## src/mcr_cfg.svh

```systemverilog
// Offsets, field positions and fixed values of the commutation
// register block. Definitions only; included by the package.
`ifndef MCR_CFG_SVH
`define MCR_CFG_SVH

// Word index of each register (byte address is index times four)
`define MCR_IDX_NCOMP   3'h0
`define MCR_IDX_DEMAG   3'h1
`define MCR_IDX_WEIGHT  3'h2
`define MCR_IDX_PRESC   3'h3
`define MCR_IDX_IRQEN   3'h4
`define MCR_IDX_FLAGS   3'h5
`define MCR_IDX_CTRL    3'h6
`define MCR_IDX_AUX     3'h7

// Reset value of every register
`define MCR_RST_BYTE    8'h00
// Flag write value that resynchronises the PWM generator
`define MCR_RESYNC_VAL  8'hFF

// Flag and enable bit positions
`define MCR_B_PWM       7
`define MCR_B_SPEED     6
`define MCR_B_UP        6
`define MCR_B_DOWN      5
`define MCR_B_CURRENT_LIMIT_IRQ_ENABLE      4
`define MCR_B_EMER      3
`define MCR_B_ZERO      2
`define MCR_B_DEMAG     1
`define MCR_B_COMM      0

// Step prescaler limits
`define MCR_PSC_MAX     4'hF
`define MCR_PSC_MIN     4'h0

`endif

```

## src/mcr_pkg.sv

```systemverilog
// Types shared by the commutation register block and its users.
// Assumes mcr_cfg.svh sits in the include path.
`include "mcr_cfg.svh"

package mcr_pkg;

	// Control bits held in the block's own control register
	typedef struct packed {
		logic [1:0] speed_sensor_select;
		logic       simulated_demag_enable;
		logic       hardware_demag_enable;
		logic       current_mode_select;
		logic       autoswitch_select;
		logic       capture_select_bit;
	} mcr_ctrl_t;

	// One-cycle event pulses from the motor sensing and PWM logic
	typedef struct packed {
		logic pwm_update;
		logic ratio_up;
		logic ratio_down;
		logic current_limit;
		logic emergency;
		logic zero_cross;
		logic demag_end;
		logic commutation;
		logic demag_capture;
	} mcr_evt_t;

	// Bus slave states
	typedef enum logic {MCR_IDLE, MCR_ACK} mcr_bus_t;

endpackage : mcr_pkg

```

## src/mcr_regs_irq.sv

```systemverilog
// Register, multiplier and interrupt-flag logic of a brushless motor
// commutation controller, with an Avalon-MM slave for software.
// Assumes event pulses and capture values come from logic on mclk.
//
// Our own choices: register access over Avalon-MM and the address map.
`timescale 1ns/1ps
`default_nettype none

module mcr_regs_irq
	import mcr_pkg::*;
(
	input  wire logic        mclk,
	input  wire logic        reset_n,
	input  wire logic [4:0]  avs_address,
	input  wire logic        avs_read,
	input  wire logic        avs_write,
	input  wire logic [31:0] avs_writedata,
	input  wire logic [3:0]  avs_byteenable,
	output logic      [31:0] avs_readdata,
	output logic             avs_waitrequest,
	input  wire mcr_evt_t    evt,
	input  wire logic [7:0]  demag_capture_value,
	input  wire logic [7:0]  commutation_timer,
	input  wire logic [7:0]  current_zero_capture,
	input  wire logic [7:0]  previous_zero_capture,
	input  wire logic        cpu_irq_mask,
	output logic      [7:0]  next_commutation_compare,
	output logic      [7:0]  demag_compare,
	output logic      [3:0]  current_mode_rate,
	output logic      [3:0]  prescale_ratio,
	output mcr_ctrl_t        ctrl,
	output logic             pwm_resync,
	output logic             timer_shift_right,
	output logic             timer_shift_left,
	output logic             irq
);

	// Weighted capture divided by 256: keep the product's upper byte
	function automatic logic [7:0] mcr_scale(
		input logic [7:0] capture,
		input logic [7:0] weight
	);
		logic [15:0] product;
		product = capture * weight;
		return product[15:8];
	endfunction : mcr_scale

	mcr_bus_t   bus_state;
	logic [7:0] multiplier_weight;
	logic [7:0] interrupt_enables;
	logic [7:0] interrupt_flags;
	logic       speed_error_flag;
	logic       timer_match_q;

	logic [2:0] idx;
	logic [7:0] wbyte;
	logic       wcommit;
	logic       wr_ncomp;
	logic       wr_demag;
	logic       wr_weight;
	logic       wr_presc;
	logic       wr_irqen;
	logic       wr_flags;
	logic       wr_ctrl;
	logic       wr_aux;
	logic       sensor_mode;
	logic       pending_mode;
	logic       switched_plain;
	logic       resync_wr;
	logic       step_up;
	logic       step_down;
	logic       speed_evt;
	logic [7:0] sel_capture;
	logic [7:0] hw_set;
	logic [7:0] keep_mask;
	logic [7:0] sw_set;
	logic [7:0] consume;
	logic [7:0] eff_enable;
	logic [7:0] read_byte;

	// Bus decode; a write lands on the edge where waitrequest is low
	assign idx       = avs_address[4:2];
	assign wbyte     = avs_writedata[7:0];
	assign wcommit   = (bus_state == MCR_ACK) && avs_write
		&& avs_byteenable[0];
	assign wr_ncomp  = wcommit && (idx == `MCR_IDX_NCOMP);
	assign wr_demag  = wcommit && (idx == `MCR_IDX_DEMAG);
	assign wr_weight = wcommit && (idx == `MCR_IDX_WEIGHT);
	assign wr_presc  = wcommit && (idx == `MCR_IDX_PRESC);
	assign wr_irqen  = wcommit && (idx == `MCR_IDX_IRQEN);
	assign wr_flags  = wcommit && (idx == `MCR_IDX_FLAGS);
	assign wr_ctrl   = wcommit && (idx == `MCR_IDX_CTRL);
	assign wr_aux    = wcommit && (idx == `MCR_IDX_AUX);
	assign resync_wr = wr_flags && (wbyte == `MCR_RESYNC_VAL);

	// Exactly one wait cycle per access, so read data can be flopped
	assign avs_waitrequest = (avs_read || avs_write)
		&& (bus_state != MCR_ACK);

	always_ff @(posedge mclk or negedge reset_n) begin
		if (!reset_n) begin
			bus_state <= MCR_IDLE;
		end else begin
			case (bus_state)
				MCR_IDLE: begin
					if (avs_read || avs_write) begin
						bus_state <= MCR_ACK;
					end
				end
				MCR_ACK: begin
					bus_state <= MCR_IDLE;
				end
				default: begin
					bus_state <= MCR_IDLE;
				end
			endcase
		end
	end

	// Operating modes
	assign sensor_mode    = |ctrl.speed_sensor_select;
	assign pending_mode   = ctrl.autoswitch_select || sensor_mode;
	assign switched_plain = !pending_mode;

	// Prescaler steps: direct events, or flag-driven at commutation.
	// Both flags set in switched mode cancel each other out.
	always_comb begin
		if (pending_mode) begin
			step_up   = evt.ratio_up;
			step_down = evt.ratio_down;
		end else begin
			step_up   = evt.commutation
				&& interrupt_flags[`MCR_B_UP]
				&& !interrupt_flags[`MCR_B_DOWN];
			step_down = evt.commutation
				&& interrupt_flags[`MCR_B_DOWN]
				&& !interrupt_flags[`MCR_B_UP];
		end
	end

	// Capture operand for the commutation delay
	assign sel_capture = ctrl.capture_select_bit
		? current_zero_capture : previous_zero_capture;

	// Next commutation compare; a hardware load beats a bus write
	always_ff @(posedge mclk or negedge reset_n) begin
		if (!reset_n) begin
			next_commutation_compare <= `MCR_RST_BYTE;
		end else if (ctrl.autoswitch_select && evt.zero_cross) begin
			next_commutation_compare <=
				mcr_scale(sel_capture, multiplier_weight);
		end else if (wr_ncomp) begin
			next_commutation_compare <= wbyte;
		end
	end

	// Demag register takes the hardware capture outside sensor mode
	always_ff @(posedge mclk or negedge reset_n) begin
		if (!reset_n) begin
			demag_compare <= `MCR_RST_BYTE;
		end else if (!sensor_mode && ctrl.hardware_demag_enable
			&& evt.demag_capture) begin
			demag_compare <= demag_capture_value;
		end else if (wr_demag) begin
			demag_compare <= wbyte;
		end
	end

	// Plain software registers
	always_ff @(posedge mclk or negedge reset_n) begin
		if (!reset_n) begin
			multiplier_weight <= `MCR_RST_BYTE;
			interrupt_enables <= `MCR_RST_BYTE;
			ctrl              <= mcr_ctrl_t'(7'(`MCR_RST_BYTE));
		end else begin
			if (wr_weight) begin
				multiplier_weight <= wbyte;
			end
			if (wr_irqen) begin
				interrupt_enables <= wbyte;
			end
			if (wr_ctrl) begin
				ctrl <= mcr_ctrl_t'(wbyte[6:0]);
			end
		end
	end

	// Sampling ratio nibble is software only
	always_ff @(posedge mclk or negedge reset_n) begin
		if (!reset_n) begin
			current_mode_rate <= `MCR_PSC_MIN;
		end else if (wr_presc) begin
			current_mode_rate <= wbyte[7:4];
		end
	end

	// Step prescaler saturates rather than wrapping round
	always_ff @(posedge mclk or negedge reset_n) begin
		if (!reset_n) begin
			prescale_ratio <= `MCR_PSC_MIN;
		end else if (step_up) begin
			if (prescale_ratio != `MCR_PSC_MAX) begin
				prescale_ratio <= prescale_ratio + 4'h1;
			end
		end else if (step_down) begin
			if (prescale_ratio != `MCR_PSC_MIN) begin
				prescale_ratio <= prescale_ratio - 4'h1;
			end
		end else if (wr_presc) begin
			prescale_ratio <= wbyte[3:0];
		end
	end

	// Speed error on the cycle the timer first equals the demag value
	assign speed_evt = sensor_mode && !timer_match_q
		&& (commutation_timer == demag_compare);

	always_ff @(posedge mclk or negedge reset_n) begin
		if (!reset_n) begin
			timer_match_q <= 1'b0;
		end else begin
			timer_match_q <= (commutation_timer == demag_compare);
		end
	end

	// Speed error flag: write zero to clear, hardware set wins
	always_ff @(posedge mclk or negedge reset_n) begin
		if (!reset_n) begin
			speed_error_flag <= 1'b0;
		end else if (speed_evt) begin
			speed_error_flag <= 1'b1;
		end else if (wr_aux && !wbyte[0]) begin
			speed_error_flag <= 1'b0;
		end
	end

	// Hardware set sources of the flag register
	always_comb begin
		hw_set                = 8'h00;
		hw_set[`MCR_B_PWM]    = evt.pwm_update || resync_wr;
		hw_set[`MCR_B_UP]     = evt.ratio_up && pending_mode;
		hw_set[`MCR_B_DOWN]   = evt.ratio_down && pending_mode;
		hw_set[`MCR_B_CURRENT_LIMIT_IRQ_ENABLE]   = evt.current_limit
			&& !ctrl.current_mode_select;
		hw_set[`MCR_B_EMER]   = evt.emergency;
		hw_set[`MCR_B_ZERO]   = evt.zero_cross;
		hw_set[`MCR_B_DEMAG]  = evt.demag_end;
		hw_set[`MCR_B_COMM]   = evt.commutation;
	end

	// Software effect on the flags. All ones clears none and sets PWM; otherwise
	// zeros clear. Only in plain switched mode may ratio bits be set.
	always_comb begin
		keep_mask = 8'hFF;
		sw_set    = 8'h00;
		if (wr_flags && !resync_wr) begin
			keep_mask = wbyte;
			if (switched_plain) begin
				sw_set[`MCR_B_UP]   = wbyte[`MCR_B_UP];
				sw_set[`MCR_B_DOWN] = wbyte[`MCR_B_DOWN];
			end
		end
	end

	// Switched mode: ratio requests are used up at the commutation
	always_comb begin
		consume = 8'h00;
		if (switched_plain && evt.commutation) begin
			consume[`MCR_B_UP]   = 1'b1;
			consume[`MCR_B_DOWN] = 1'b1;
		end
	end

	always_ff @(posedge mclk or negedge reset_n) begin
		if (!reset_n) begin
			interrupt_flags <= `MCR_RST_BYTE;
		end else begin
			interrupt_flags <= (((interrupt_flags & keep_mask) | sw_set)
				& ~consume) | hw_set;
		end
	end

	// Pulses to the PWM generator and the commutation timer
	always_ff @(posedge mclk or negedge reset_n) begin
		if (!reset_n) begin
			pwm_resync        <= 1'b0;
			timer_shift_right <= 1'b0;
			timer_shift_left  <= 1'b0;
		end else begin
			pwm_resync        <= resync_wr;
			timer_shift_right <= step_up && switched_plain;
			timer_shift_left  <= step_down && switched_plain;
		end
	end

	// Demag end enable needs a demag mode as well
	always_comb begin
		eff_enable = interrupt_enables;
		eff_enable[`MCR_B_DEMAG] = interrupt_enables[`MCR_B_DEMAG]
			&& (ctrl.hardware_demag_enable
			|| ctrl.simulated_demag_enable);
	end

	// Flag bit 6 pairs with the ratio enable at bit 5, and the speed
	// error flag with enable bit 6, so the bit positions differ
	always_ff @(posedge mclk or negedge reset_n) begin
		if (!reset_n) begin
			irq <= 1'b0;
		end else begin
			irq <= !cpu_irq_mask && (
				|(interrupt_flags & eff_enable
					& ~(8'h01 << `MCR_B_UP))
				|| (interrupt_flags[`MCR_B_UP]
					&& eff_enable[`MCR_B_DOWN])
				|| (speed_error_flag
					&& eff_enable[`MCR_B_SPEED]));
		end
	end

	// Read mux; all eight words mapped, the last reads the speed error flag
	always_comb begin
		if (idx == `MCR_IDX_NCOMP) begin
			read_byte = next_commutation_compare;
		end else if (idx == `MCR_IDX_DEMAG) begin
			read_byte = demag_compare;
		end else if (idx == `MCR_IDX_WEIGHT) begin
			read_byte = multiplier_weight;
		end else if (idx == `MCR_IDX_PRESC) begin
			read_byte = {current_mode_rate, prescale_ratio};
		end else if (idx == `MCR_IDX_IRQEN) begin
			read_byte = interrupt_enables;
		end else if (idx == `MCR_IDX_FLAGS) begin
			read_byte = interrupt_flags;
		end else if (idx == `MCR_IDX_CTRL) begin
			read_byte = {1'b0, ctrl};
		end else begin
			read_byte = {7'h00, speed_error_flag};
		end
	end

	// Read data captured in the wait cycle, stands through the answer
	always_ff @(posedge mclk or negedge reset_n) begin
		if (!reset_n) begin
			avs_readdata <= 32'h0000_0000;
		end else if (bus_state == MCR_IDLE && avs_read) begin
			avs_readdata <= {24'h00_0000, read_byte};
		end
	end

endmodule : mcr_regs_irq

`default_nettype wire

```

## config.mk

```make
export PLATFORM = sky130hd
export DESIGN_NAME = mcr_regs_irq
export DESIGN_NICKNAME = d
export VERILOG_FILES = /design/src/mcr_pkg.sv /design/src/mcr_regs_irq.sv
export VERILOG_INCLUDE_DIRS = /design/src
export SDC_FILE = /design/constraint.sdc
export NUM_CORES = 1
export LEC_CHECK = 0
export ABC_AREA = 0
export BUFFER_PORTS_ARGS = -buffer_cell sky130_fd_sc_hd__buf_2
export CAP_MARGIN = 25
export CORE_UTILIZATION = 59
export DETAILED_ROUTE_END_ITERATION = 8
export PLACE_DENSITY = 0.92
export SETUP_SLACK_MARGIN = 0.02
export SLEW_MARGIN = 20
export SYNTH_ARGS = -nofsm -noshare
export SYNTH_HDL_FRONTEND = slang
export SYNTH_SLANG_ARGS = --single-unit
```

## constraint.sdc

```tcl
create_clock -name mclk -period 11.44 [get_ports mclk]
set_input_delay 0.572 -clock mclk [delete_from_list [all_inputs] [get_ports mclk]]
set_output_delay 0.572 -clock mclk [all_outputs]
set_load 0.02 [all_outputs]
```

==> run summary, run 1 <==
The number of flops mapped to enable cells by yosys was 0. Relative slew slack: 0.414. Endpoint class of the critical path: a flop.

The number of CTS-inserted buffers was 9. The antenna violation net count after detailed routing is 0. Power spread over the standard cell area amounts to 225 mW/mm^2.

The number of pins with negative max-slew slack in the final report was 0. The post-synthesis mux area share came out at 0.156. Dividing the detail-routed wire length by the instance count gives 19.4 um. The post-synthesis xor/xnor area fraction is 0.0238, and the largest fanout on the critical path is 11. The global placer's final weighted congestion was 0.896.

The worst setup slack after layout was 5.68 ns; the synthesis-to-finish area growth was 11.4%. Clock-pin slew was measured on the worst setup and hold paths at 0.07 ns. Prior to clock tree synthesis, the placed netlist has a worst setup slack of 5.85 ns. The number of detailed-route iterations in the first pass was 7; the final critical-path required period was 5.76 ns. Setup repair after global routing left no endpoint under its margin. The run gives 70 as the sink count of the clock tree. The flow ran to the end, and the final reports show no timing, DRC or antenna violations. The proportion of layout cells with a drive suffix above 1 was 0.247. 0 antenna diodes ended up in the layout. The routed layout has 4,986 vias.

The number of failing hold endpoints at the final stage is 0, and the largest net degree at the start of global routing is 71. For the end-of-flow core utilization, the log shows 0.675. The share of the synthesized area in compound gates (AO/OA/AOI/OAI) is 0.109, and the number of violations reported at the end of detailed-routing iteration 0 is 367. The tools report the timing-limited maximum frequency as 174 MHz. The path class of the tightest hold or removal check is in -> reg. The net count of the finished layout is 832.

For the number of antenna violations at the first check in global routing, the log shows 0. The I/O pin count came out at 155. Data arrives at the worst endpoint at 5.95 ns. The tools report the total routed wirelength as 15,700 um. The CTS root buffer is clkbuf_8. The arithmetic-cell share of the synthesized area counting full adders, half adders and majority gates was 0.195; the cell area after technology mapping was 0.00590 mm^2. The run gives 0.113 mV as the peak supply drop. TritonCTS built the clock tree. The H-tree was split into 3 levels.

The total of flip-flops plus latches after synthesis works out to 70. The final count of negative-setup-slack endpoints came out at 0. Once the clock tree was built, the setup fixing pass inserted 0 buffers. Synthesis produced a netlist whose cell count is 580. For this run, the number of Yosys warnings is 0.

The tools report the start point of the worst hold path as cpu_irq_mask. Summed over all cells, the static leakage comes to 3.19 nW. The clock passes through at most 2 buffers. The run gives 36 as the standard-cell row count. The netlist uses 60 different library cells. Height of the die: 102 um. The number of gates resized after cts came out at 0. The run gives 0.35 ns as the insertion delay of the later-clocked pin in the worst-skew pair. The tools report the launch instance of the worst register-to-register path as ctrl[0]. Global routing usage summed across all routing layers: 0.323. STA classifies the critical path startpoint as a flop. In the routed layout, each cell is associated on average with a via count of 6.16. Count of max-cap constraint violations: 0. Library cell with the largest summed area after synthesis: dfrtp_1.

The HPWL after detailed placement is 11,700 um. Leaving out fill and tap cells, the most frequent cell in the layout is buf_2. Transition time of the tightest slew-check pin: 0.879 ns.

The die area is 0.0104 mm^2. The largest family of logic cells by synthesized area was adder cells. For the number of global-route vias before repair, the log shows 5,000. The kind of critical path was reg -> reg. Setup total negative slack on the finished layout was measured at 0 ns.

The run gives 0.381 ns as the final-layout worst hold slack. The total area inside the core boundary comes to 0.00973 mm^2. The simple-gate area share of the yosys netlist was 0.143.

The share of flip-flops with an asynchronous set or reset after synthesis is 1.00. Hold repair after CTS inserted 0 buffers. The overflow left after global routing came out at 0.

The starting density of the core is 0.606, and the portion of the clock cycle consumed by the worst path in the final layout is 0.504. The average size of a mapped cell was 10.2 um^2; the area share of the leading cell type in the synthesized netlist was 0.297. Between clock sinks in the finished design, the worst skew comes to 0.00935 ns.

In the layout the commonest cells are buf_2, dfrtp_1, inv_1. The primary flip-flop cell chosen by synthesis mapping was dfrtp_1. The width of the die is 102 um, and the global-route wire length before repair is 25,200 um. Tracing the worst setup path back leads to its startpoint at ctrl[0]. The layout has 660 filler cells. At the worst endpoint, the required time is 11.63 ns. After detailed routing, the number of remaining DRC violations is 0.

In the post-synthesis netlist, the biggest area contributors are dfrtp_1, fa_1, ha_1. The fraction of the yosys area taken by sequential cells is 0.297, and the number of buffer cells added on primary ports is 101.
[flip-flops by register name (all words and copies together), names as in the netlist, 4 cells and up]
| register | flops |
|---|---|
| avs_readdata | 8 |
| ctrl | 7 |
| current_mode_rate | 4 |
| demag_compare | 8 |
| interrupt_enables | 8 |
| interrupt_flags | 8 |
| multiplier_weight | 8 |
| next_commutation_compare | 8 |
| prescale_ratio | 4 |
[area by class of cell]
| type | instances | area [um^2] | share of cell area |
|---|---|---|---|
| Multi-Input combinational cell | 444 | 3790 | 0.577 |
| Tap cell | 133 | 166 | 0.0253 |
| Clock buffer | 12 | 135 | 0.0206 |
| Inverter | 47 | 176 | 0.0269 |
| Sequential cell | 70 | 1750 | 0.267 |
| Clock inverter | 2 | 35.0 | 0.00533 |
| Timing Repair Buffer | 102 | 513 | 0.0781 |
[worst paths after layout]
path	to	slack, ns	depth (start not counted)
worst max register to register	next_commutation_compare[5]	5.68	14
max in group asynchronous	interrupt_enables[1]	10.44	2
worst min register to register	avs_readdata[6]	0.48	2
worst min-delay path	irq	0.38	2
worst max-delay path	next_commutation_compare[5]	5.68	14
min in group asynchronous	irq	0.42	2
[synthesized netlist by cell type (3+ instances only)]
library cell and instances:
and2_1 6, xor2_1 3, or2_2 3, o21ai_0 35, nor2b_1 37, o221ai_1 3
nand2b_1 17, xnor2_1 13, mux4_2 9, clkbuf_1 9, o21a_1 4, nand4_1 8
a21oi_1 18, fa_1 35, a211oi_1 4, buf_2 4, nand2_1 33, buf_4 24
dfrtp_1 70, mux2_2 35, inv_1 46, o31ai_1 5, nor2_1 37, or3_1 3
a31oi_1 6, ha_1 36, mux2i_1 32
[routing by layer]
layer  GRT usage  vias up  wire (um)  share of wire
met5           0        -          0              0
met4       0.215        0       1020          0.065
met3      0.0684       97       1350          0.086
met2       0.542      320       7670           0.49
met1       0.373     2420       5680           0.36
li1            -     2149          -              -
[report_power, final]
group	internal, mW	switching [mW]
Combinational	0.364	0.506
Sequential	0.315	0.110
Clock	0.0983	0.0869
Total	0.777	0.703
[through the flow]
step	std cells	cell area (um^2)	total power, mW
2_1_floorplan	603	5980	1.02
3_3_place_gp	796	6390	1.22
3_5_place_dp	796	6390	1.27
4_1_cts	810	6560	1.46
5_1_grt	810	6570	1.60
6_report	810	6570	1.48
[worst max-delay path, cell delays in order, from the launching register on]
cell	delay, ns
dfrtp_1	0.79
mux2i_1	0.78
nand2b_1	0.22
fa_1	0.47
fa_1	0.56
inv_1	0.06
fa_1	0.50
fa_1	0.51
ha_1	0.35
o21ai_0	0.23
o21ai_0	0.14
o221ai_1	0.39
a31oi_1	0.18
xnor2_1	0.26
o21ai_0	0.16
[cells by family after synthesis]
| family | count (synthesis) |
|---|---|
| AO/OA/AOI/OAI | 97 |
| XOR/XNOR | 16 |
| adder cells (fa/ha/maj) | 71 |
| buffers and inverters | 89 |
| flip-flops | 70 |
| multiplexers | 76 |
| other | 1 |
| AND/OR/NAND/NOR | 160 |
No activity file was read; power rests on OpenSTA's default activity.
==> run 2, diff against run 1 <==
Settings changed: ABC_AREA 0 to 1, CORE_UTILIZATION 59 to 55, PLACE_DENSITY 0.92 to 0.86.
Clock period 11.44 ns to 5.5 ns, I/O delays scaled along.
==> run 2 against run 1 <==
Against the previous run: combinational power rose by 110%; clock skew about the same; worst setup slack worse by 5.2 ns; worst hold slack got worse by 0.28 ns; critical path depth up 6; wire length grew 4.1%; clock-buffer cell count is 1 lower; clock power up 140%; global-route usage decreased by 2.6 points; non-clock buffer count rose by 6; total power increased by 110%; register-to-register slack got worse by 5.2 ns.
==> run summary, run 2 <==
The final count of negative-setup-slack endpoints was 0. The tools report the worst-case clock skew as 0.00978 ns. The final critical-path required period was 5.07 ns; the peak supply drop was 0.223 mV. The largest net degree at the start of global routing is 71. The relative slew slack is 0.350. After routing the design area is 0.00693 mm^2. The cell count after synthesis came out at 808. From left edge to right edge, the die measures 108 um. The congestion estimate from routability-driven global placement came to 0.986. Data on the critical path is required at its endpoint by 5.74 ns. Max-cap violations in this run came to 0.

TritonCTS built the clock tree. Among all cell types in the netlist, the one instantiated most often is nand2_1. During synthesis, Yosys emitted a total of 0 warnings. In the final design database the tool counted 1,076 nets. The critical path in this run is classified as reg -> reg. The number of flops mapped to enable cells by yosys is 0. From synthesis to final layout, the design area changed by 13.1%.

Wires add up to 16,400 um. Along the worst path, the maximum fanout reaches 8. The fraction of the yosys area taken by sequential cells came out at 0.286. The synthesized netlist occupies a cell area of 0.00613 mm^2. The logs give 155 for the I/O pin count and 1,063 for the post-layout instance count excluding filler cells.

The worst setup slack after layout was 0.434 ns. The transition time of the tightest slew-check pin was 0.972 ns; the area share of the leading cell type in the synthesized netlist was 0.286. In the synthesized netlist the dominant register cell turns out to be dfrtp_1. The number of failing hold endpoints at the final stage was 0.

The worst min-delay path category is in -> async. STA classifies the critical path endpoint as a flop. Before CTS, the worst setup slack after placement is 0.485 ns.

Port buffering added 101 buffers. The floorplan step defined a die boundary enclosing 0.0116 mm^2. The global routing usage summed across all routing layers was 0.296; the post-detailed-route DRC marker count was 0. In the post-synthesis netlist, the biggest area contributors are dfrtp_1, fa_1, nand2_1. The power per cell area was 441 mW/mm^2; the number of violations reported at the end of detailed-routing iteration 0 was 575.

The run finished with clean final reports. The logs give 0 for the count of buffers added by post-CTS timing repair for setup and 0 for the number of antenna violations at the first check in global routing. The portion of the clock cycle consumed by the worst path in the final layout came out at 0.921. The standard-cell row count was 38. For this run, the detailed router's first-pass iteration total came to 8.

The number of pins with negative max-slew slack in the final report is 0. The starting density of the core was 0.565. The sink count of the clock tree was 70; the maximum number of buffers from clock root to sink was 2.

At the worst endpoint, the arrival time is 5.31 ns. The logs give 0 ns for the total negative setup slack and 0 for the antenna diode instance count. The timing-limited maximum frequency was 197 MHz. The floorplan step defined a core boundary enclosing 0.0108 mm^2.

Once placement finished, the instance area stood at 0.00672 mm^2. Post-CTS repair changed the size of 0 cells. The cell sitting at the root of the clock tree is a clkbuf_8. The run gives 42 as the unique cell type count in the Yosys netlist.

The overflow left after global routing was 0. After detailed routing, the average wire length per cell comes to 15.4 um. The clock reaches the later pin of the worst-skew pair after 0.35 ns. The proportion of layout cells with a drive suffix above 1 works out to 0.202.

The global-route wire length before repair came out at 26,400 um. Detailed placement finished with a half-perimeter wire length of 12,800 um. Leaving out fill and tap cells, the most frequent cells in the layout are nand2_1, inv_1, buf_2.

Setup repair after global routing left no endpoint under its margin. The number of global-route vias before repair came out at 5,547. For this block, the via count after detailed routing is 5,841.

The logs give 9 for the number of CTS-inserted buffers and 0 for the antenna violation net count after detailed routing. After clock tree synthesis, the clock-pin slew on the worst setup and hold paths is 0.08 ns. The average size of a mapped cell is 7.58 um^2, and the static leakage is 3.82 nW. The post-placement cell count is 1,047, and the CTS H-tree depth is 3. The most common cell after layout, fill and taps aside is nand2_1. The height of the die is 108 um. Critical path launch point type: a flop. After detailed routing, the number of vias per cell comes to 5.49. In this run, post-CTS hold repair placed 0 buffers. In this run, synthesis produced a sequential element count of 70.

The share of flip-flops with an asynchronous set or reset after synthesis is 1.00. Sorting the synthesized cells by how often they occur yields nand2_1, inv_1, nor2_1. Summed over all instances, the cell type with the most area after synthesis is dfrtp_1.
==> run 2: changes by cell type after synthesis, moves of 10 or more <==
cell	change
inv_2	+12
nor2b_1	-37
xnor2_1	-13
nand2b_1	-17
nor2_1	+42
nand2_1	+145
o21ai_1	+39
inv_1	+73
a21oi_1	+10
or2_2	+13
nand3_1	+32
mux2_2	-35
mux2i_1	-29
==> run 2: logic make-up after synthesis <==
logic type                 after synthesis  synth area share
AOI/OAI and AO/OA                      136             0.124
buffers and inverters                  165             0.118
muxes                                    3           0.00490
DFF                                     70             0.286
adders and majority gates               71             0.188
other                                    1          0.000612
and+or+nand+nor                        358             0.273
xor gates and xnor gates                 4           0.00572
==> run 2: metrics by stage <==
step	total power, mW	hold slack, ns	utilization
finish	3.06	0.102	0.639
CTS	3.03	0.109	0.639
detailed placement	2.59	0.462	0.620
floorplan	2.07	-0.0206	-
global placement	2.54	0.461	0.620
global route	3.33	0.122	0.639
==> run 2: power by group <==
part	switching, mW	leakage (nW)	internal, mW
Sequential	0.156	0.838	0.652
Clock	0.204	0.0976	0.233
Combinational	1.16	2.88	0.646
Total	1.52	3.82	1.53
==> run 2: worst max-delay path, stage by stage (launching register included) <==
cell and delay [ns]:
dfrtp_1 0.56, inv_2 0.13, or2_2 0.29, o21ai_1 0.34, nor2_1 0.12, fa_1 0.52
fa_1 0.45, fa_1 0.56, inv_1 0.06, fa_1 0.53, inv_1 0.04, ha_1 0.36
a21oi_1 0.31, o21a_1 0.20, nor2_1 0.06, nor2_1 0.13, nand2_1 0.07, nand2_1 0.05
nand3_1 0.06, nand2_1 0.07, nand2_1 0.05
==> run 2: final cells by class <==
| cell class | count | area (um^2) |
|---|---|---|
| multi-input combinational | 596 | 3740 |
| sequential | 70 | 1750 |
| fill | 926 | 3910 |
| clock buffer | 11 | 151 |
| clock inverter | 5 | 57.6 |
| timing repair buffer | 108 | 558 |
| inverter | 133 | 499 |
| tap | 140 | 175 |
==> run 2: metal layers <==
metal	GRT usage	share of wire
met1	0.403	0.41
met2	0.457	0.45
met3	0.0781	0.11
met4	0.101	0.029
met5	0	0
==> run 2: final timing paths <==
check | start | endpoint | slack (ns) | cells past startpoint
min in group mclk | evt[8] | interrupt_flags[7] | 0.11 | 3
worst max register to register | ctrl[0] | next_commutation_compare[7] | 0.43 | 20
worst min register to register | avs_readdata[6] | avs_readdata[6] | 0.48 | 2
worst max-delay path | ctrl[0] | next_commutation_compare[7] | 0.43 | 20
worst min-delay path | reset_n | demag_compare[1] | 0.10 | 2
max in group asynchronous | reset_n | prescale_ratio[3] | 4.78 | 2
==> run 3, diff against run 2 <==
Settings changed: CORE_MARGIN set to 1.5, HOLD_SLACK_MARGIN set to 0.12.
==> run 3 against run 2 <==
Against the previous run: highest routed layer unchanged; cell area rose by 0.40%; worst hold slack improved by 0.018 ns; total power fell by 0.91%.
==> run summary, run 3 (synthesized netlist as in run 2, its figures left out) <==
Input and output buffers added on the ports amount to 101. The tools report the global placer's final weighted congestion as 0.953. Setup total negative slack on the finished layout was measured at 0 ns. For the relative contribution of combinational cells to total power, the log shows 0.600. The cell family contributing the most delay on the critical path is adder cells. The antenna violation net count after detailed routing is 0. The post-detailed-route via-to-cell ratio works out to 5.49. CTS placed an instance of clkbuf_8 at the clock tree root. The floorplan step defined a core boundary enclosing 0.0108 mm^2. The run gives 0.135 as the share of power burned in the clock network.

After detailed routing, the total wire length is 16,300 um. From left edge to right edge, the die measures 109 um. Count of buffering cells on the critical path with inverters included: 4.

The worst min-delay path category is in -> async. The number of pins with negative max-slew slack in the final report is 0, and the I/O pin count is 155. The number of failing hold endpoints at the final stage is 0. For this design the static power due to leakage is 3.83 nW.

The transition time of the tightest slew-check pin is 0.886 ns. The count of max-cap constraint violations is 0, and the post-detailed-route DRC marker count is 0. In the layout the commonest cells are nand2_1, inv_1, buf_2. The number of detailed-route iterations in the first pass was 7.

The standard-cell row count is 38, and the clock input transition at the sequential cells of the worst setup and hold paths is 0.07 ns. Walking the worst path, the cells encountered are buf_4, mux2i_1, buf_4, nor2_1, fa_1, fa_1, fa_1, inv_1, fa_1, inv_1, ha_1, a21oi_1, o21ai_0, a21oi_1, nand2_1, nand2_1, nand3_1, nand2_1, nand2_1. TritonCTS built the clock tree.

The global routing usage summed across all routing layers was 0.291. After layout, the minimum clock period comes to 4.75 ns. The largest single stage delay on the critical path is 0.54 ns.

The tools report the starting density of the core as 0.565. Setup slack closes at 0.745 ns. The run gives 26,500 um as the global-route wire length before repair. The routed layout has 5,853 vias. The number of global-route vias before repair was 5,504. The most common cell after layout, fill and taps aside was nand2_1.

For the count of fill cells added during filler insertion, the log shows 963. The number of antenna violations at the first check in global routing is 0. On the final layout, the worst clock skew is 0.0122 ns.

The worst setup path is launched from a flop. In this run, the number of DRC markers left after iteration 0 of detailed routing was 672. The portion of the clock cycle consumed by the worst path in the final layout was 0.865. The number of antenna diodes in the final layout is 0. For this run, the top clock speed supported by timing is 210 MHz. After the last flow step, the layout net total stands at 1,081. The proportion of layout cells with a drive suffix above 1 came out at 0.200. The die area is 0.0118 mm^2. The tools report the relative slew slack as 0.410. The run gives 0.265 as the power share of the sequential group. Buffers inserted during clock tree synthesis total 9. The largest fanout on the critical path was 12. The critical path starts at ctrl[0]. In this run the vertical extent of the chip is 109 um. The analysis attributes to net switching a power of 1.52 mW.

STA classifies the critical path endpoint as a flop. Cell internal power was estimated by the tool at 1.51 mW. The pre-CTS setup slack was 0.771 ns. Setup violations remaining at the end of the flow were counted as 0. The average routed wire per standard cell was 15.3 um.

STA puts the critical path data required time at 5.73 ns. IR analysis of the VDD net gives a maximum drop of 0.227 mV. Library cell contributing the largest single delay on the critical path: fa_1. The count of buffers added by post-CTS timing repair for setup was 0. The startpoint identified for the worst register-to-register timing path is ctrl[0]. Summed over all nets, the half-perimeter wirelength after detailed placement is 12,800 um. The share of total power consumed by net switching came out at 0.502. For the worst-skew pair, the clock arrives at the later sink with an insertion delay of 0.35 ns. The synthesis-to-finish area growth is 13.5%. CTS H-tree depth: 3. The flow ran to the end, and the final reports show no timing, DRC or antenna violations.

The maximum number of buffers from clock root to sink is 2. For this run the aggregate overflow at the end of global routing stands at 0. Arrival time of the worst setup path: 4.99 ns. The power per cell area came out at 435 mW/mm^2. The kind of critical path was reg -> reg. Entering global routing, the biggest net connects 71 pins.

The clock net in this run drives a total of 70 sinks. For the end-of-flow core utilization, the log shows 0.642. Setup repair after global routing left no endpoint under its margin.
[run 3: worst paths after layout]
path,slack (ns),to,depth (start not counted)
min,0.12,avs_readdata[1],2
min reg2reg,0.48,avs_readdata[4],2
max reg2reg,0.75,next_commutation_compare[5],19
min in group mclk,0.16,demag_compare[0],3
max,0.75,next_commutation_compare[5],19
max in group asynchronous,4.79,interrupt_enables[2],2
[run 3: through the flow]
stage	hold WS (ns)	instance area [um^2]	total power, mW	cells
2_1_floorplan	-0.0206	6210	2.07	831
3_3_place_gp	0.463	6730	2.54	1048
3_5_place_dp	0.468	6730	2.59	1048
4_1_cts	0.151	6960	3.01	1067
5_1_grt	0.155	6960	3.31	1067
6_report	0.120	6960	3.03	1067
[run 3: layout make-up]
type                    instances  area [um^2]  area share
multi-input cells             596         3740       0.537
flip-flops and latches         70         1750       0.252
repair buffers                113          606      0.0870
inverters                     133          499      0.0717
well taps                     140          175      0.0252
clock buffers                  10          128      0.0183
clock inverters                 5         61.3     0.00881
[run 3: routing by layer]
layer	global-route usage	up-vias	share of wire
li1	-	2763	-
met1	0.413	2752	0.41
met2	0.455	303	0.47
met3	0.0518	35	0.10
met4	0.0874	0	0.019
met5	0	-	0
[run 3: power groups by stage]
stage | clock network, mW | logic, mW | registers (mW)
final | 0.409 | 1.82 | 0.802
after global routing | 0.431 | 2.06 | 0.816
after CTS | 0.411 | 1.81 | 0.797
after detailed placement | 0 | 1.79 | 0.804
after global placement | 0 | 1.73 | 0.805
after floorplan | 0 | 1.18 | 0.894
[run 3: timing repair]
action                    in CTS  in global routing
hold endpoints to repair       4                  0
gates resized for setup        0                  0
hold buffers                   4                  0
